==> src/shared/lfm_pkg.sv <==
package lfm_pkg;
    // core clock rate and the unit in which the silence limit is counted
    localparam int unsigned CLK_MHZ = 50;
    localparam int unsigned SILENCE_UNIT_US = 1000;
    // default count of core cycles per silence unit, derived from the rate
    localparam int unsigned SILENCE_UNIT_CYCLES_DEF = SILENCE_UNIT_US * CLK_MHZ;

    // accepted frame lengths in bits
    localparam logic [7:0] FRAME_LEN_A = 8'h40;
    localparam logic [7:0] FRAME_LEN_B = 8'h50;
    localparam logic [7:0] FRAME_LEN_C = 8'h60;
    localparam logic [7:0] FRAME_LEN_D = 8'h70;

    // fault counter width; its maximum is all ones
    localparam int unsigned CNT_W = 8;
    localparam logic [CNT_W-1:0] CNT_MAX = '1;
    localparam logic [CNT_W-1:0] CNT_RESET = '0;

    // bit positions in the write-one-to-clear mask of the fault status
    localparam int unsigned CLR_FRAME = 0;
    localparam int unsigned CLR_CHECKSUM = 1;
    localparam int unsigned CLR_SILENCE = 2;
    localparam int unsigned CLR_REPLY = 3;
    localparam int unsigned CLR_SATURATED = 4;
    localparam int unsigned CLR_W = 5;

    // silence limit field width
    localparam int unsigned SIL_W = 8;

    // register address and data fields of a response frame
    localparam int unsigned ADDR_W = 14;
    localparam logic [13:0] ERR_REGADDR = 14'h3fff;
    localparam logic [1:0] ERR_DATA0_TOP = 2'h0;
    localparam logic [15:0] PAD_ERROR = 16'h8000;
    localparam logic [15:0] PAD_NORMAL = 16'h0000;
    localparam int unsigned RDCNT_W = 8;

    // kind of the most recent bad access
    localparam logic [1:0] ACC_NONE = 2'h0;
    localparam logic [1:0] ACC_READ = 2'h1;
    localparam logic [1:0] ACC_WRITE = 2'h2;

    // multi-read response sequencer states
    typedef enum logic {
        LFM_RSP_IDLE,
        LFM_RSP_RUN
    } lfm_rsp_state_t;
endpackage

==> src/hdl/lfm_unit_tick.sv <==
module lfm_unit_tick
    import lfm_pkg::*;
#(
    parameter int unsigned DIV = SILENCE_UNIT_CYCLES_DEF
) (
    // clock and reset
    input wire logic i_core_clk,
    input wire logic i_reset_n,
    // divider runs only while enabled, restarts from zero otherwise
    input wire logic i_run,
    // one-cycle enable pulse every DIV cycles
    output logic o_tick
);
    localparam int unsigned DW = (DIV > 1) ? $clog2(DIV) : 1;
    localparam logic [DW-1:0] LAST = DW'(DIV - 1);

    logic [DW-1:0] div_cnt; // cycles since the last tick
    logic [DW-1:0] next_div_cnt;
    logic next_tick;

    // next value of the divider
    always_comb begin
        next_div_cnt = div_cnt;
        next_tick = 1'b0;
        if (!i_run) begin
            next_div_cnt = '0;
        end else if (div_cnt == LAST) begin
            next_div_cnt = '0;
            next_tick = 1'b1;
        end else begin
            next_div_cnt = div_cnt + DW'(1);
        end
    end

    // registers only
    always_ff @(posedge i_core_clk or negedge i_reset_n) begin
        if (!i_reset_n) begin
            div_cnt <= '0;
            o_tick <= 1'b0;
        end else begin
            div_cnt <= next_div_cnt;
            o_tick <= next_tick;
        end
    end
endmodule

==> src/hdl/lfm_host_link_fault_monitor.sv <==
// Notes on behaviour
// - each link fault adds one to counter
// - nonzero counter write clears it, zero ignored
// - counter saturates at max, sets saturated flag
// - each fault flag clears only on one-write
// - spi reply length mismatch sets flag, counts
// - silence beyond limit sets flag, counts
// - silence check can be switched off
// - bad checksum sets flag and counts
// - only 64/80/96/112-bit frames accepted
// - access to missing register is access fault
// - read-only writes, write-only reads are fine
// - error frame: address all ones, data0 address
// - error frames pad with 8000h, not zero
// - multi-read: error frames from first failure on
// - last bad access kind and address recorded
// - access faults leave the counter alone
// - faulty messages discarded; reply start is not gated by the verdict
module lfm_host_link_fault_monitor
    import lfm_pkg::*;
#(
    parameter int unsigned SILENCE_UNIT_CYCLES = SILENCE_UNIT_CYCLES_DEF
) (
    // clock and reset
    input wire logic i_core_clk,
    input wire logic i_reset_n,
    // received message, checked by the frame front-end on this clock
    input wire logic i_msg_done,
    input wire logic [7:0] i_msg_bits,
    input wire logic i_msg_crc_ok,
    input wire logic i_spi_mode,
    input wire logic i_reply_pending,
    input wire logic [7:0] i_reply_bits,
    input wire logic i_msg_tx_done,
    // configuration
    input wire logic i_silence_check_off,
    input wire logic [SIL_W-1:0] i_silence_limit,
    // software writes to the fault status
    input wire logic i_sw_wr,
    input wire logic [CLR_W-1:0] i_sw_clear_mask,
    input wire logic [CNT_W-1:0] i_sw_cnt_wdata,
    // single register access check
    input wire logic i_acc_req,
    input wire logic i_acc_write,
    input wire logic [ADDR_W-1:0] i_acc_addr,
    input wire logic i_acc_exists,
    // multi-read response sequencing
    input wire logic i_rd_start,
    input wire logic [ADDR_W-1:0] i_rd_addr,
    input wire logic [RDCNT_W-1:0] i_rd_count,
    input wire logic i_rd_cancel,
    input wire logic i_rsp_take,
    input wire logic i_probe_exists,
    // message verdict
    output logic o_msg_execute,
    output logic o_msg_discard,
    // fault status
    output logic o_frame_length_fault_flag,
    output logic o_checksum_fault_flag,
    output logic o_reply_length_fault_flag,
    output logic o_link_silence_fault,
    output logic o_fault_counter_saturated_flag,
    output logic [CNT_W-1:0] o_link_fault_counter,
    // bad access record
    output logic o_access_fault,
    output logic [1:0] o_bad_access_kind,
    output logic [ADDR_W-1:0] o_bad_access_addr,
    // response frame fields
    output logic [ADDR_W-1:0] o_probe_addr,
    output logic o_rsp_busy,
    output logic o_rsp_valid,
    output logic o_rsp_error,
    output logic [ADDR_W-1:0] o_rsp_regaddr,
    output logic [15:0] o_rsp_data0,
    output logic [15:0] o_rsp_pad
);

    ////////////////////////////////////////////////////////////////////////////
    // helpers

    // true for the four accepted frame lengths
    function automatic logic len_ok(input logic [7:0] bits);
        len_ok = (bits == FRAME_LEN_A) || (bits == FRAME_LEN_B) ||
                 (bits == FRAME_LEN_C) || (bits == FRAME_LEN_D);
    endfunction

    // message classification, evaluated once per received message
    logic frame_bad; // length not accepted
    logic crc_bad; // length fine, checksum wrong
    logic reply_bad; // spi only: pending reply does not fit the frame
    logic msg_good; // message may execute
    always_comb begin
        frame_bad = i_msg_done && !len_ok(i_msg_bits);
        crc_bad = i_msg_done && len_ok(i_msg_bits) && !i_msg_crc_ok;
        reply_bad = i_msg_done && len_ok(i_msg_bits) && i_msg_crc_ok && i_spi_mode &&
                    i_reply_pending && (i_reply_bits != i_msg_bits);
        msg_good = i_msg_done && !frame_bad && !crc_bad && !reply_bad;
    end

    ////////////////////////////////////////////////////////////////////////////
    // silence watchdog

    logic unit_tick; // one pulse per silence unit
    logic [SIL_W-1:0] sil_cnt; // units since the last valid traffic
    logic [SIL_W-1:0] next_sil_cnt;
    logic sil_fire; // limit passed in this cycle

    // the divider is held while checking is off, so re-enabling starts clean
    lfm_unit_tick #(
        .DIV(SILENCE_UNIT_CYCLES)
    ) u_unit_tick (
        .i_core_clk(i_core_clk),
        .i_reset_n(i_reset_n),
        .i_run(!i_silence_check_off),
        .o_tick(unit_tick)
    );

    // fire when a tick arrives with the limit already used up
    always_comb begin
        next_sil_cnt = sil_cnt;
        sil_fire = 1'b0;
        if (i_silence_check_off) begin
            next_sil_cnt = '0;
        end else if (msg_good || i_msg_tx_done) begin
            next_sil_cnt = '0; // valid traffic restarts the wait
        end else if (unit_tick) begin
            if (sil_cnt >= i_silence_limit) begin
                sil_fire = 1'b1;
                next_sil_cnt = '0;
            end else begin
                next_sil_cnt = sil_cnt + SIL_W'(1);
            end
        end
    end

    // registers only
    always_ff @(posedge i_core_clk or negedge i_reset_n) begin
        if (!i_reset_n) begin
            sil_cnt <= '0;
        end else begin
            sil_cnt <= next_sil_cnt;
        end
    end

    ////////////////////////////////////////////////////////////////////////////
    // fault flags and counter

    logic [1:0] fault_events; // faults counted this cycle
    logic cnt_clear; // software asks for a counter restart
    logic [CNT_W:0] cnt_sum; // one bit wider to see overflow
    logic [CNT_W-1:0] next_cnt;
    logic next_frame_flag;
    logic next_crc_flag;
    logic next_reply_flag;
    logic next_sil_flag;
    logic next_sat_flag;
    logic next_execute;
    logic next_discard;

    // flags: an event in the clearing cycle wins over the clear
    always_comb begin
        // access faults are deliberately not part of this sum
        fault_events = 2'((frame_bad || crc_bad || reply_bad)) + 2'(sil_fire);
        cnt_clear = i_sw_wr && (i_sw_cnt_wdata != '0);
        cnt_sum = {1'b0, (cnt_clear ? CNT_RESET : o_link_fault_counter)} +
                  (CNT_W + 1)'(fault_events);
        if (cnt_sum > {1'b0, CNT_MAX}) begin
            next_cnt = CNT_MAX;
        end else begin
            next_cnt = cnt_sum[CNT_W-1:0];
        end
        // a counter already at max that sees another fault sets the saturated flag
        next_sat_flag = (o_link_fault_counter == CNT_MAX && fault_events != 2'h0) ||
                        (o_fault_counter_saturated_flag &&
                         !(i_sw_wr && i_sw_clear_mask[CLR_SATURATED]));
        next_frame_flag = frame_bad || (o_frame_length_fault_flag &&
                          !(i_sw_wr && i_sw_clear_mask[CLR_FRAME]));
        next_crc_flag = crc_bad || (o_checksum_fault_flag &&
                        !(i_sw_wr && i_sw_clear_mask[CLR_CHECKSUM]));
        next_reply_flag = reply_bad || (o_reply_length_fault_flag &&
                          !(i_sw_wr && i_sw_clear_mask[CLR_REPLY]));
        next_sil_flag = sil_fire || (o_link_silence_fault &&
                        !(i_sw_wr && i_sw_clear_mask[CLR_SILENCE]));
        next_execute = msg_good;
        next_discard = i_msg_done && !msg_good;
    end

    // registers only
    always_ff @(posedge i_core_clk or negedge i_reset_n) begin
        if (!i_reset_n) begin
            o_link_fault_counter <= CNT_RESET;
            o_fault_counter_saturated_flag <= 1'b0;
            o_frame_length_fault_flag <= 1'b0;
            o_checksum_fault_flag <= 1'b0;
            o_reply_length_fault_flag <= 1'b0;
            o_link_silence_fault <= 1'b0;
            o_msg_execute <= 1'b0;
            o_msg_discard <= 1'b0;
        end else begin
            o_link_fault_counter <= next_cnt;
            o_fault_counter_saturated_flag <= next_sat_flag;
            o_frame_length_fault_flag <= next_frame_flag;
            o_checksum_fault_flag <= next_crc_flag;
            o_reply_length_fault_flag <= next_reply_flag;
            o_link_silence_fault <= next_sil_flag;
            o_msg_execute <= next_execute;
            o_msg_discard <= next_discard;
        end
    end

    ////////////////////////////////////////////////////////////////////////////
    // access check and multi-read response sequencer

    lfm_rsp_state_t rsp_state;
    lfm_rsp_state_t next_rsp_state;
    logic [RDCNT_W-1:0] rd_left; // frames still owed
    logic [RDCNT_W-1:0] next_rd_left;
    logic rd_failed; // a frame of this sequence already failed
    logic next_rd_failed;
    logic [ADDR_W-1:0] next_probe_addr;
    logic frame_err; // frame being built is an error frame
    logic next_rsp_valid;
    logic next_rsp_error;
    logic [ADDR_W-1:0] next_rsp_regaddr;
    logic [15:0] next_rsp_data0;
    logic [15:0] next_rsp_pad;
    logic next_acc_fault;
    logic [1:0] next_acc_kind;
    logic [ADDR_W-1:0] next_acc_addr;

    // one frame per take; once a frame fails, all later ones are error frames
    always_comb begin
        next_rsp_state = rsp_state;
        next_rd_left = rd_left;
        next_rd_failed = rd_failed;
        next_probe_addr = o_probe_addr;
        next_rsp_valid = 1'b0;
        next_rsp_error = o_rsp_error;
        next_rsp_regaddr = o_rsp_regaddr;
        next_rsp_data0 = o_rsp_data0;
        next_rsp_pad = o_rsp_pad;
        next_acc_fault = 1'b0;
        next_acc_kind = o_bad_access_kind;
        next_acc_addr = o_bad_access_addr;
        frame_err = rd_failed || !i_probe_exists;
        // existence alone decides; access direction only sets the recorded kind
        if (i_acc_req && !i_acc_exists) begin
            next_acc_fault = 1'b1;
            next_acc_kind = i_acc_write ? ACC_WRITE : ACC_READ;
            next_acc_addr = i_acc_addr;
        end
        case (rsp_state)
            LFM_RSP_IDLE: begin
                // any i_rd_start with a nonzero count starts a reply; the message verdict is not checked here
                if (i_rd_start && i_rd_count != '0) begin
                    next_rsp_state = LFM_RSP_RUN;
                    next_rd_left = i_rd_count;
                    next_rd_failed = 1'b0;
                    next_probe_addr = i_rd_addr;
                end
            end
            LFM_RSP_RUN: begin
                if (i_rd_cancel) begin
                    next_rsp_state = LFM_RSP_IDLE; // other commands drop pending data
                end else if (i_rsp_take) begin
                    next_rsp_valid = 1'b1;
                    next_rsp_error = frame_err;
                    if (frame_err) begin
                        next_rsp_regaddr = ERR_REGADDR;
                        next_rsp_data0 = {ERR_DATA0_TOP, o_probe_addr};
                        next_rsp_pad = PAD_ERROR;
                        next_rd_failed = 1'b1;
                        if (!rd_failed) begin
                            next_acc_fault = 1'b1; // first failure is the recorded one
                            next_acc_kind = ACC_READ;
                            next_acc_addr = o_probe_addr;
                        end
                    end else begin
                        next_rsp_regaddr = o_probe_addr;
                        next_rsp_data0 = PAD_NORMAL; // data itself comes from the reg file
                        next_rsp_pad = PAD_NORMAL;
                    end
                    next_probe_addr = o_probe_addr + ADDR_W'(1);
                    next_rd_left = rd_left - RDCNT_W'(1);
                    if (rd_left == RDCNT_W'(1)) begin
                        next_rsp_state = LFM_RSP_IDLE;
                    end
                end
            end
            default: begin
                next_rsp_state = LFM_RSP_IDLE;
            end
        endcase
    end

    // registers only
    always_ff @(posedge i_core_clk or negedge i_reset_n) begin
        if (!i_reset_n) begin
            rsp_state <= LFM_RSP_IDLE;
            rd_left <= '0;
            rd_failed <= 1'b0;
            o_probe_addr <= '0;
            o_rsp_busy <= 1'b0;
            o_rsp_valid <= 1'b0;
            o_rsp_error <= 1'b0;
            o_rsp_regaddr <= '0;
            o_rsp_data0 <= PAD_NORMAL;
            o_rsp_pad <= PAD_NORMAL;
            o_access_fault <= 1'b0;
            o_bad_access_kind <= ACC_NONE;
            o_bad_access_addr <= '0;
        end else begin
            rsp_state <= next_rsp_state;
            rd_left <= next_rd_left;
            rd_failed <= next_rd_failed;
            o_probe_addr <= next_probe_addr;
            o_rsp_busy <= (next_rsp_state == LFM_RSP_RUN);
            o_rsp_valid <= next_rsp_valid;
            o_rsp_error <= next_rsp_error;
            o_rsp_regaddr <= next_rsp_regaddr;
            o_rsp_data0 <= next_rsp_data0;
            o_rsp_pad <= next_rsp_pad;
            o_access_fault <= next_acc_fault;
            o_bad_access_kind <= next_acc_kind;
            o_bad_access_addr <= next_acc_addr;
        end
    end
endmodule

==> config.mk <==
export PLATFORM = sky130hd
export DESIGN_NAME = lfm_host_link_fault_monitor
export DESIGN_NICKNAME = d
export VERILOG_FILES = /design/src/shared/lfm_pkg.sv /design/src/hdl/lfm_unit_tick.sv /design/src/hdl/lfm_host_link_fault_monitor.sv
export SDC_FILE = /design/constraint.sdc
export NUM_CORES = 1
export LEC_CHECK = 0
export BUFFER_PORTS_ARGS = -buffer_cell sky130_fd_sc_hd__buf_4
export CORE_ASPECT_RATIO = 0.8
export CORE_MARGIN = 2
export CORE_UTILIZATION = 52
export DETAILED_ROUTE_END_ITERATION = 7
export PLACE_DENSITY = 0.81
export SLEW_MARGIN = 20
export SYNTH_ARGS = -nofsm -noshare
export SYNTH_HDL_FRONTEND = slang
export SYNTH_SLANG_ARGS = --single-unit
==> constraint.sdc <==
create_clock -name i_core_clk -period 4.41 [get_ports i_core_clk]
set_input_delay 0.441 -clock i_core_clk [delete_from_list [all_inputs] [get_ports i_core_clk]]
set_output_delay 0.441 -clock i_core_clk [all_outputs]
set_load 0.1 [all_outputs]
== Yosys cells after proc, flatten, opt, wreduce, memory -nomap -nowiden ==
Index checks and enable logic that the tools add are counted.
Widths: inputs -> output; s select.
Storage, ports and cells
  register bits after elaboration: 129
  input bits: 89
Cells by class
  muxes and demuxes: 57
  equal/unequal tests: 12
  bitwise logic cells: 2
  reduce and logical (&&, ||, !) cells: 57
  magnitude comparators: 2
  add/sub/neg operators: 6
Operator list (number)
  $mux 14: 11
  $mux 8: 9
  $mux 16: 3
  $eq 8x7->1 const B: 4
  $pmux 14 s2: 1
  $logic_and 1x1->1: 25
  $mux 1: 23
  $add 16x1->16 const B: 1
  $eq 16x16->1 const B: 1
  $pmux 8 s2: 1
  $reduce_bool 8->1: 2
  $add 14x1->14 const B: 1
  $mux 2: 7
  $logic_not 1->1: 13
  $logic_or 1x1->1: 12
  $add 8x2->9: 1
  $gt 9x8->1 const B: 1
  $add 8x1->8 const B: 1
  $eq 8x1->1 const B: 1
  $eq 8x8->1 const B: 1
  $ge 8x8->1: 1
  $ne 8x8->1: 1
  $sub 8x1->8 const B: 1
  $ne 2x2->1 const B: 3
  other kinds (8): 11

== Longest topological paths before layout ==
  word-level depth: 18
  depth in mapped cells: 16

== Modules after synthesis ==
Synthesis repeated with hierarchy kept, for this count alone.
Second synthesis, totals
  cells, all modules: 634
  area total of the unflattened synthesis: 5836.8 um^2
Modules (own cells, without submodules)
  lfm_host_link_fault_monitor: area each 4972.3 um^2, cells an instance 553, times used 1
  lfm_unit_tick: area each 864.6 um^2, cells an instance 81, times used 1

== Worst setup path before layout ==
Ideal clock, no wire load.
  path type: input -> register
  start point: input i_silence_limit[0]
  end point: register o_link_fault_counter[4]
  buffers on the path: 1
  data arrival time: 3102 ps
  slack: 1170 ps
  cell stages on the path: 15
  setup time: 138 ps
  path through: ha_1 > nand2b_1 > a2111o_1 > a21oi_1 > clkbuf_8 > nor3_1 > ha_1 > ha_1 > inv_1 > fa_1 > inv_1 > and3_1 > nand3_1 > o21ai_0 > nor2_1
Between the ends
  longest elaborated chain between the ends: 9
RTL lines
  from (decl): RTL line lfm_host_link_fault_monitor.sv:37  | input wire logic [SIL_W-1:0] i_silence_limit,
  $ge 8x8->1 (*): RTL line lfm_host_link_fault_monitor.sv:127  | if (sil_cnt >= i_silence_limit) begin
  $mux 1 (*): RTL line lfm_host_link_fault_monitor.sv:127
  $mux 1 (*): RTL line lfm_host_link_fault_monitor.sv:126  | end else if (unit_tick) begin
  $mux 1 (*): RTL line lfm_host_link_fault_monitor.sv:124  | end else if (msg_good || i_msg_tx_done) begin
  $mux 1 (*): RTL line lfm_host_link_fault_monitor.sv:122  | if (i_silence_check_off) begin
  $add 1x1->2 (*): RTL line lfm_host_link_fault_monitor.sv:163  | fault_events = 2'((frame_bad || crc_bad || reply_bad)) + 2'(sil_fire);
  $add 8x2->9 (*): RTL line lfm_host_link_fault_monitor.sv:165  | cnt_sum = {1'b0, (cnt_clear ? CNT_RESET : o_link_fault_counter)} +
  $gt 9x8->1: RTL line lfm_host_link_fault_monitor.sv:167  | if (cnt_sum > {1'b0, CNT_MAX}) begin
  $mux 8 (*): RTL line lfm_host_link_fault_monitor.sv:167
  via next_cnt[4]: RTL line lfm_host_link_fault_monitor.sv:151  | logic [CNT_W-1:0] next_cnt;
  to (signal assigned): RTL line lfm_host_link_fault_monitor.sv:200  | o_link_fault_counter <= next_cnt;
  to (decl): RTL line lfm_host_link_fault_monitor.sv:63  | output logic [CNT_W-1:0] o_link_fault_counter,
The timed path passes the listed nets; every way through them passes the cells marked *.
A chain may end at the register's enable or synchronous reset.

== Final worst setup path ==
  start point: register sil_cnt[0]
  end point: register o_link_fault_counter[3]
Between the ends
  longest elaborated chain between the ends: 9
RTL lines
  from (decl): RTL line lfm_host_link_fault_monitor.sv:104  | logic [SIL_W-1:0] sil_cnt;
  from (signal assigned): RTL line lfm_host_link_fault_monitor.sv:141  | sil_cnt <= next_sil_cnt;
  $ge 8x8->1 (*): RTL line lfm_host_link_fault_monitor.sv:127
  $mux 1 (*): RTL line lfm_host_link_fault_monitor.sv:127
  $mux 1 (*): RTL line lfm_host_link_fault_monitor.sv:126
  $mux 1 (*): RTL line lfm_host_link_fault_monitor.sv:124
  $mux 1 (*): RTL line lfm_host_link_fault_monitor.sv:122
  $add 1x1->2 (*): RTL line lfm_host_link_fault_monitor.sv:163
  $add 8x2->9 (*): RTL line lfm_host_link_fault_monitor.sv:165
  $gt 9x8->1: RTL line lfm_host_link_fault_monitor.sv:167
  $mux 8 (*): RTL line lfm_host_link_fault_monitor.sv:167
  via next_cnt[3]: RTL line lfm_host_link_fault_monitor.sv:151
Marked as above.

==> results.toml <==
[status]
status = "completed"

[power]
power.switching_mw = 2.56
p_per_area_nw_per_um2 = 622
sw_frac_of_total_pct = 54.6
vdd_ir_drop_max_mv = 0.327
power_frac_seq_pct = 32.8
p_leak_nw = 3.58
p_int_mw = 2.13
combPwrFrac_pct = 49.8
clkPwrFrac_pct = 17.4

[synthesis]
synth-simple-area-share_pct = 19.3
synthCells = 652
synth_edf_count = 0
ys.flop_type = "dfrtp_1"
synth_mux_area_share_pct = 3.36
yosys_warnings = 0
ys_ff_latch = 111
ys_async_sr_fraction_pct = 100
synth_compound_area_share_pct = 16.8
yosys.cell_types.count = 69
synth_top_family_by_area = "simple AND/OR/NAND/NOR gates"
syn_avg_cell_area_um2 = 9.20
ys_seq_area_share_pct = 46.3
yosys.area_share.adder_pct = 3.67
netlist_area_um2 = 6000
synth_xor_xnor_area_share_pct = 3.51

[sta]
drv_slew = 0
fin_setup_tns_ns = 0
slew_headroom_pct = 36.5
clock.fmax_ghz = 0.311
setup_ws_ns = 1.19
worstMarginPinSlew_ns = 0.953
period_share_pct = 73.0
rsz0062_at_grt = "no"
period_needed_ns = 3.22
setup_violations = 0
hold_violations = 0
finClkSkew_ns = 0.00802

[critical_path]
path_max_fanout = 6
cpPeakStageDelay_ns = 0.46
crit_top_cell = "ha_1"
reg2reg_from = "sil_cnt[0]"
worst-endpoint-required_ns = 4.69
crit_type = "flop to flop"
reg2reg_to = "o_link_fault_counter[3]"
cp.arrival_ns = 3.50
crit_path_end_kind = "flop"
startpoint_type = "flop"
slowest_stage = "or3_1"
path_cells = "inv_1, ha_1, nand2b_1, a2111o_1, a21oi_1, nor3_1, ha_1, ha_1, inv_1, fa_1, or3_1, o21ai_0"
reg2reg_depth = 12
r2r_setup_slack_ns = 1.19

[cts]
numCtsBuffers = 9
insertion_delay_ns = 0.35
h-tree-depth = 3
ctsHoldBuffers = 0
clk_pin_slew_worst_paths_ns = 0.08
post-cts-setup-buffer-count = 0
cts_tree = "done"
cts-resized-gates = 0
cts.sinks = 111
cts_buffer_depth = 2
cts_root_buffer = "clkbuf_16"

[place]
gp_congestion = 0.814
portBuffers = 166
pre_cts_slack_ns = 0.871
dpl_cell_area_um2 = 7230
dp_hpwl_um = 11800

[grt]
overflow = 0
grt_pass1_wl_um = 25300
grt_max_degree = 81
grt_pass1_vias = 5206
antenna_found_initial = 0
track_usage_pct = 26.1

[die]
die_x_um = 124
die_height_um = 100
core-area_um2 = 11400
boundaryPins = 184
dieArea_um2 = 12400
placementRows = 35
start_util_pct = 52.7

[final_layout]
n_fill_cell = 925
layout_commonest_cell = "buf_4"
drive_gt1_share_pct = 25.6
final_cell_mix = "buf_4, dfrtp_1, nand2_1"
antenna_cells = 0
syn_to_final_growth_pct = 25.6
final_area_um2 = 7530
nNetsFinal = 905

[drt]
antenna_left = 0
drtPass1Iterations = 5
routedWlPerCell_um = 17.0
drt_iter0_markers = 397
vias_per_cell = 5.73
vias = 5457
drt_wl_total_um = 16100
post-route-drc-count = 0

[flow_run]
maxCapViolCount = 0

[worst_hold_path]
hold_class = "input port to async pin"
==> area by class of cell <==
| type | count | area [um^2] | area share, % |
|---|---|---|---|
| Tap cell | 148 | 185 | 2.46 |
| Timing Repair Buffer | 173 | 1300 | 17.3 |
| Sequential cell | 111 | 2780 | 36.9 |
| Clock inverter | 7 | 72.6 | 0.963 |
| Multi-Input combinational cell | 479 | 2880 | 38.2 |
| Clock buffer | 9 | 225 | 2.99 |
| Inverter | 25 | 93.8 | 1.25 |
==> cell usage after synthesis (2+ instances only) <==
library cell,instances,share of area [%]
xor2_1,16,2.3
mux2i_1,19,3.2
or3_1,6,0.63
buf_2,7,0.58
nor3_1,9,0.75
nor4_2,2,0.42
nor4_1,7,0.73
dfrtp_1,111,46
nand2b_1,8,0.83
o211ai_1,14,1.8
or4_1,3,0.38
o22ai_1,6,0.63
o21ai_1,2,0.17
xnor2_1,8,1.2
o2111ai_1,10,1.5
and2_1,2,0.21
nor4bb_1,2,0.33
a31oi_1,3,0.31
nand4_1,8,0.83
buf_4,18,2.3
inv_1,25,1.6
a211oi_1,7,0.88
nor2_1,51,3.2
a21o_1,2,0.25
buf_6,2,0.38
o21ai_0,67,5.6
and3_1,9,0.94
nor2b_1,3,0.31
a21oi_1,24,2.0
nand2_1,103,6.4
clkbuf_1,23,1.4
o21a_1,3,0.38
ha_1,16,3.3
o31ai_1,2,0.25
clkbuf_8,3,0.69
nand3_1,18,1.5
==> per-stage QoR <==
step | std cells | utilization, % | total power, mW | hold slack (ns)
6_report | 952 | 66.2 | 4.68 | 0.0995
5_1_grt | 952 | 66.2 | 4.87 | 0.166
4_1_cts | 952 | 66.1 | 4.69 | 0.238
3_5_place_dp | 936 | 63.5 | 3.87 | 0.459
3_3_place_gp | 936 | 63.5 | 3.83 | 0.449
2_1_floorplan | 668 | - | 3.30 | 0.145
==> worst max path at each step <==
stage                        from                      end  slack, ns  cells past startpoint
6_report               sil_cnt[0]  o_link_fault_counter[3]       1.19                     12
5_1_grt                sil_cnt[0]  o_link_fault_counter[5]       0.96                     12
4_1_cts                sil_cnt[0]  o_link_fault_counter[3]       1.21                     12
3_5_place_dp        i_msg_bits[2]  o_link_fault_counter[3]       0.87                     12
3_3_place_gp        i_msg_bits[2]  o_link_fault_counter[3]       0.97                     12
2_1_floorplan  i_silence_limit[0]  o_link_fault_counter[4]       1.17                     15
==> registers in the layout (all words and copies together), names as in the netlist, 2 cells and up <==
name and cells:
sil_cnt 8, o_bad_access_addr 14, o_rsp_data0 14, o_link_fault_counter 8, rd_left 8, u_unit_tick.div_cnt 16, o_rsp_regaddr 14, o_probe_addr 14
o_bad_access_kind 2
==> power by group through the flow <==
stage / clock, mW / sequential, mW / combinational [mW]
floorplan: 0 / 2.75 / 0.554
global placement: 0 / 1.53 / 2.30
detailed placement: 0 / 1.54 / 2.33
CTS: 0.826 / 1.53 / 2.33
global route: 0.872 / 1.57 / 2.43
finish: 0.816 / 1.54 / 2.33
==> worst max-delay path: cells and delay by family (launching register included) <==
kind / cells / cell delay, ns
buffers and inverters: 2 / 0.15
AOI/OAI and AO/OA: 3 / 0.75
and+or+nand+nor: 3 / 0.69
adders and majority gates: 4 / 1.18
DFF: 1 / 0.39
==> kinds of logic (layout without fill, tap and decap cells) <==
kind of cell / Yosys count / count (layout)
AOI/OAI and AO/OA: 159 / 159
xor gates and xnor gates: 24 / 24
adders and majority gates: 17 / 17
buffers and inverters: 78 / 214
DFF: 111 / 111
muxes: 20 / 20
other: 1 / 17
and+or+nand+nor: 242 / 242
==> metal layers <==
| layer | up-vias | GRT usage, % | wire (um) |
|---|---|---|---|
| met5 | - | 0 | 0 |
| met2 | 213 | 42.4 | 7890 |
| met3 | 29 | 5.11 | 1110 |
| li1 | 2565 | - | - |
| met1 | 2650 | 35.0 | 6830 |
| met4 | 0 | 8.99 | 301 |
No activity file was read; power rests on OpenSTA's default activity.
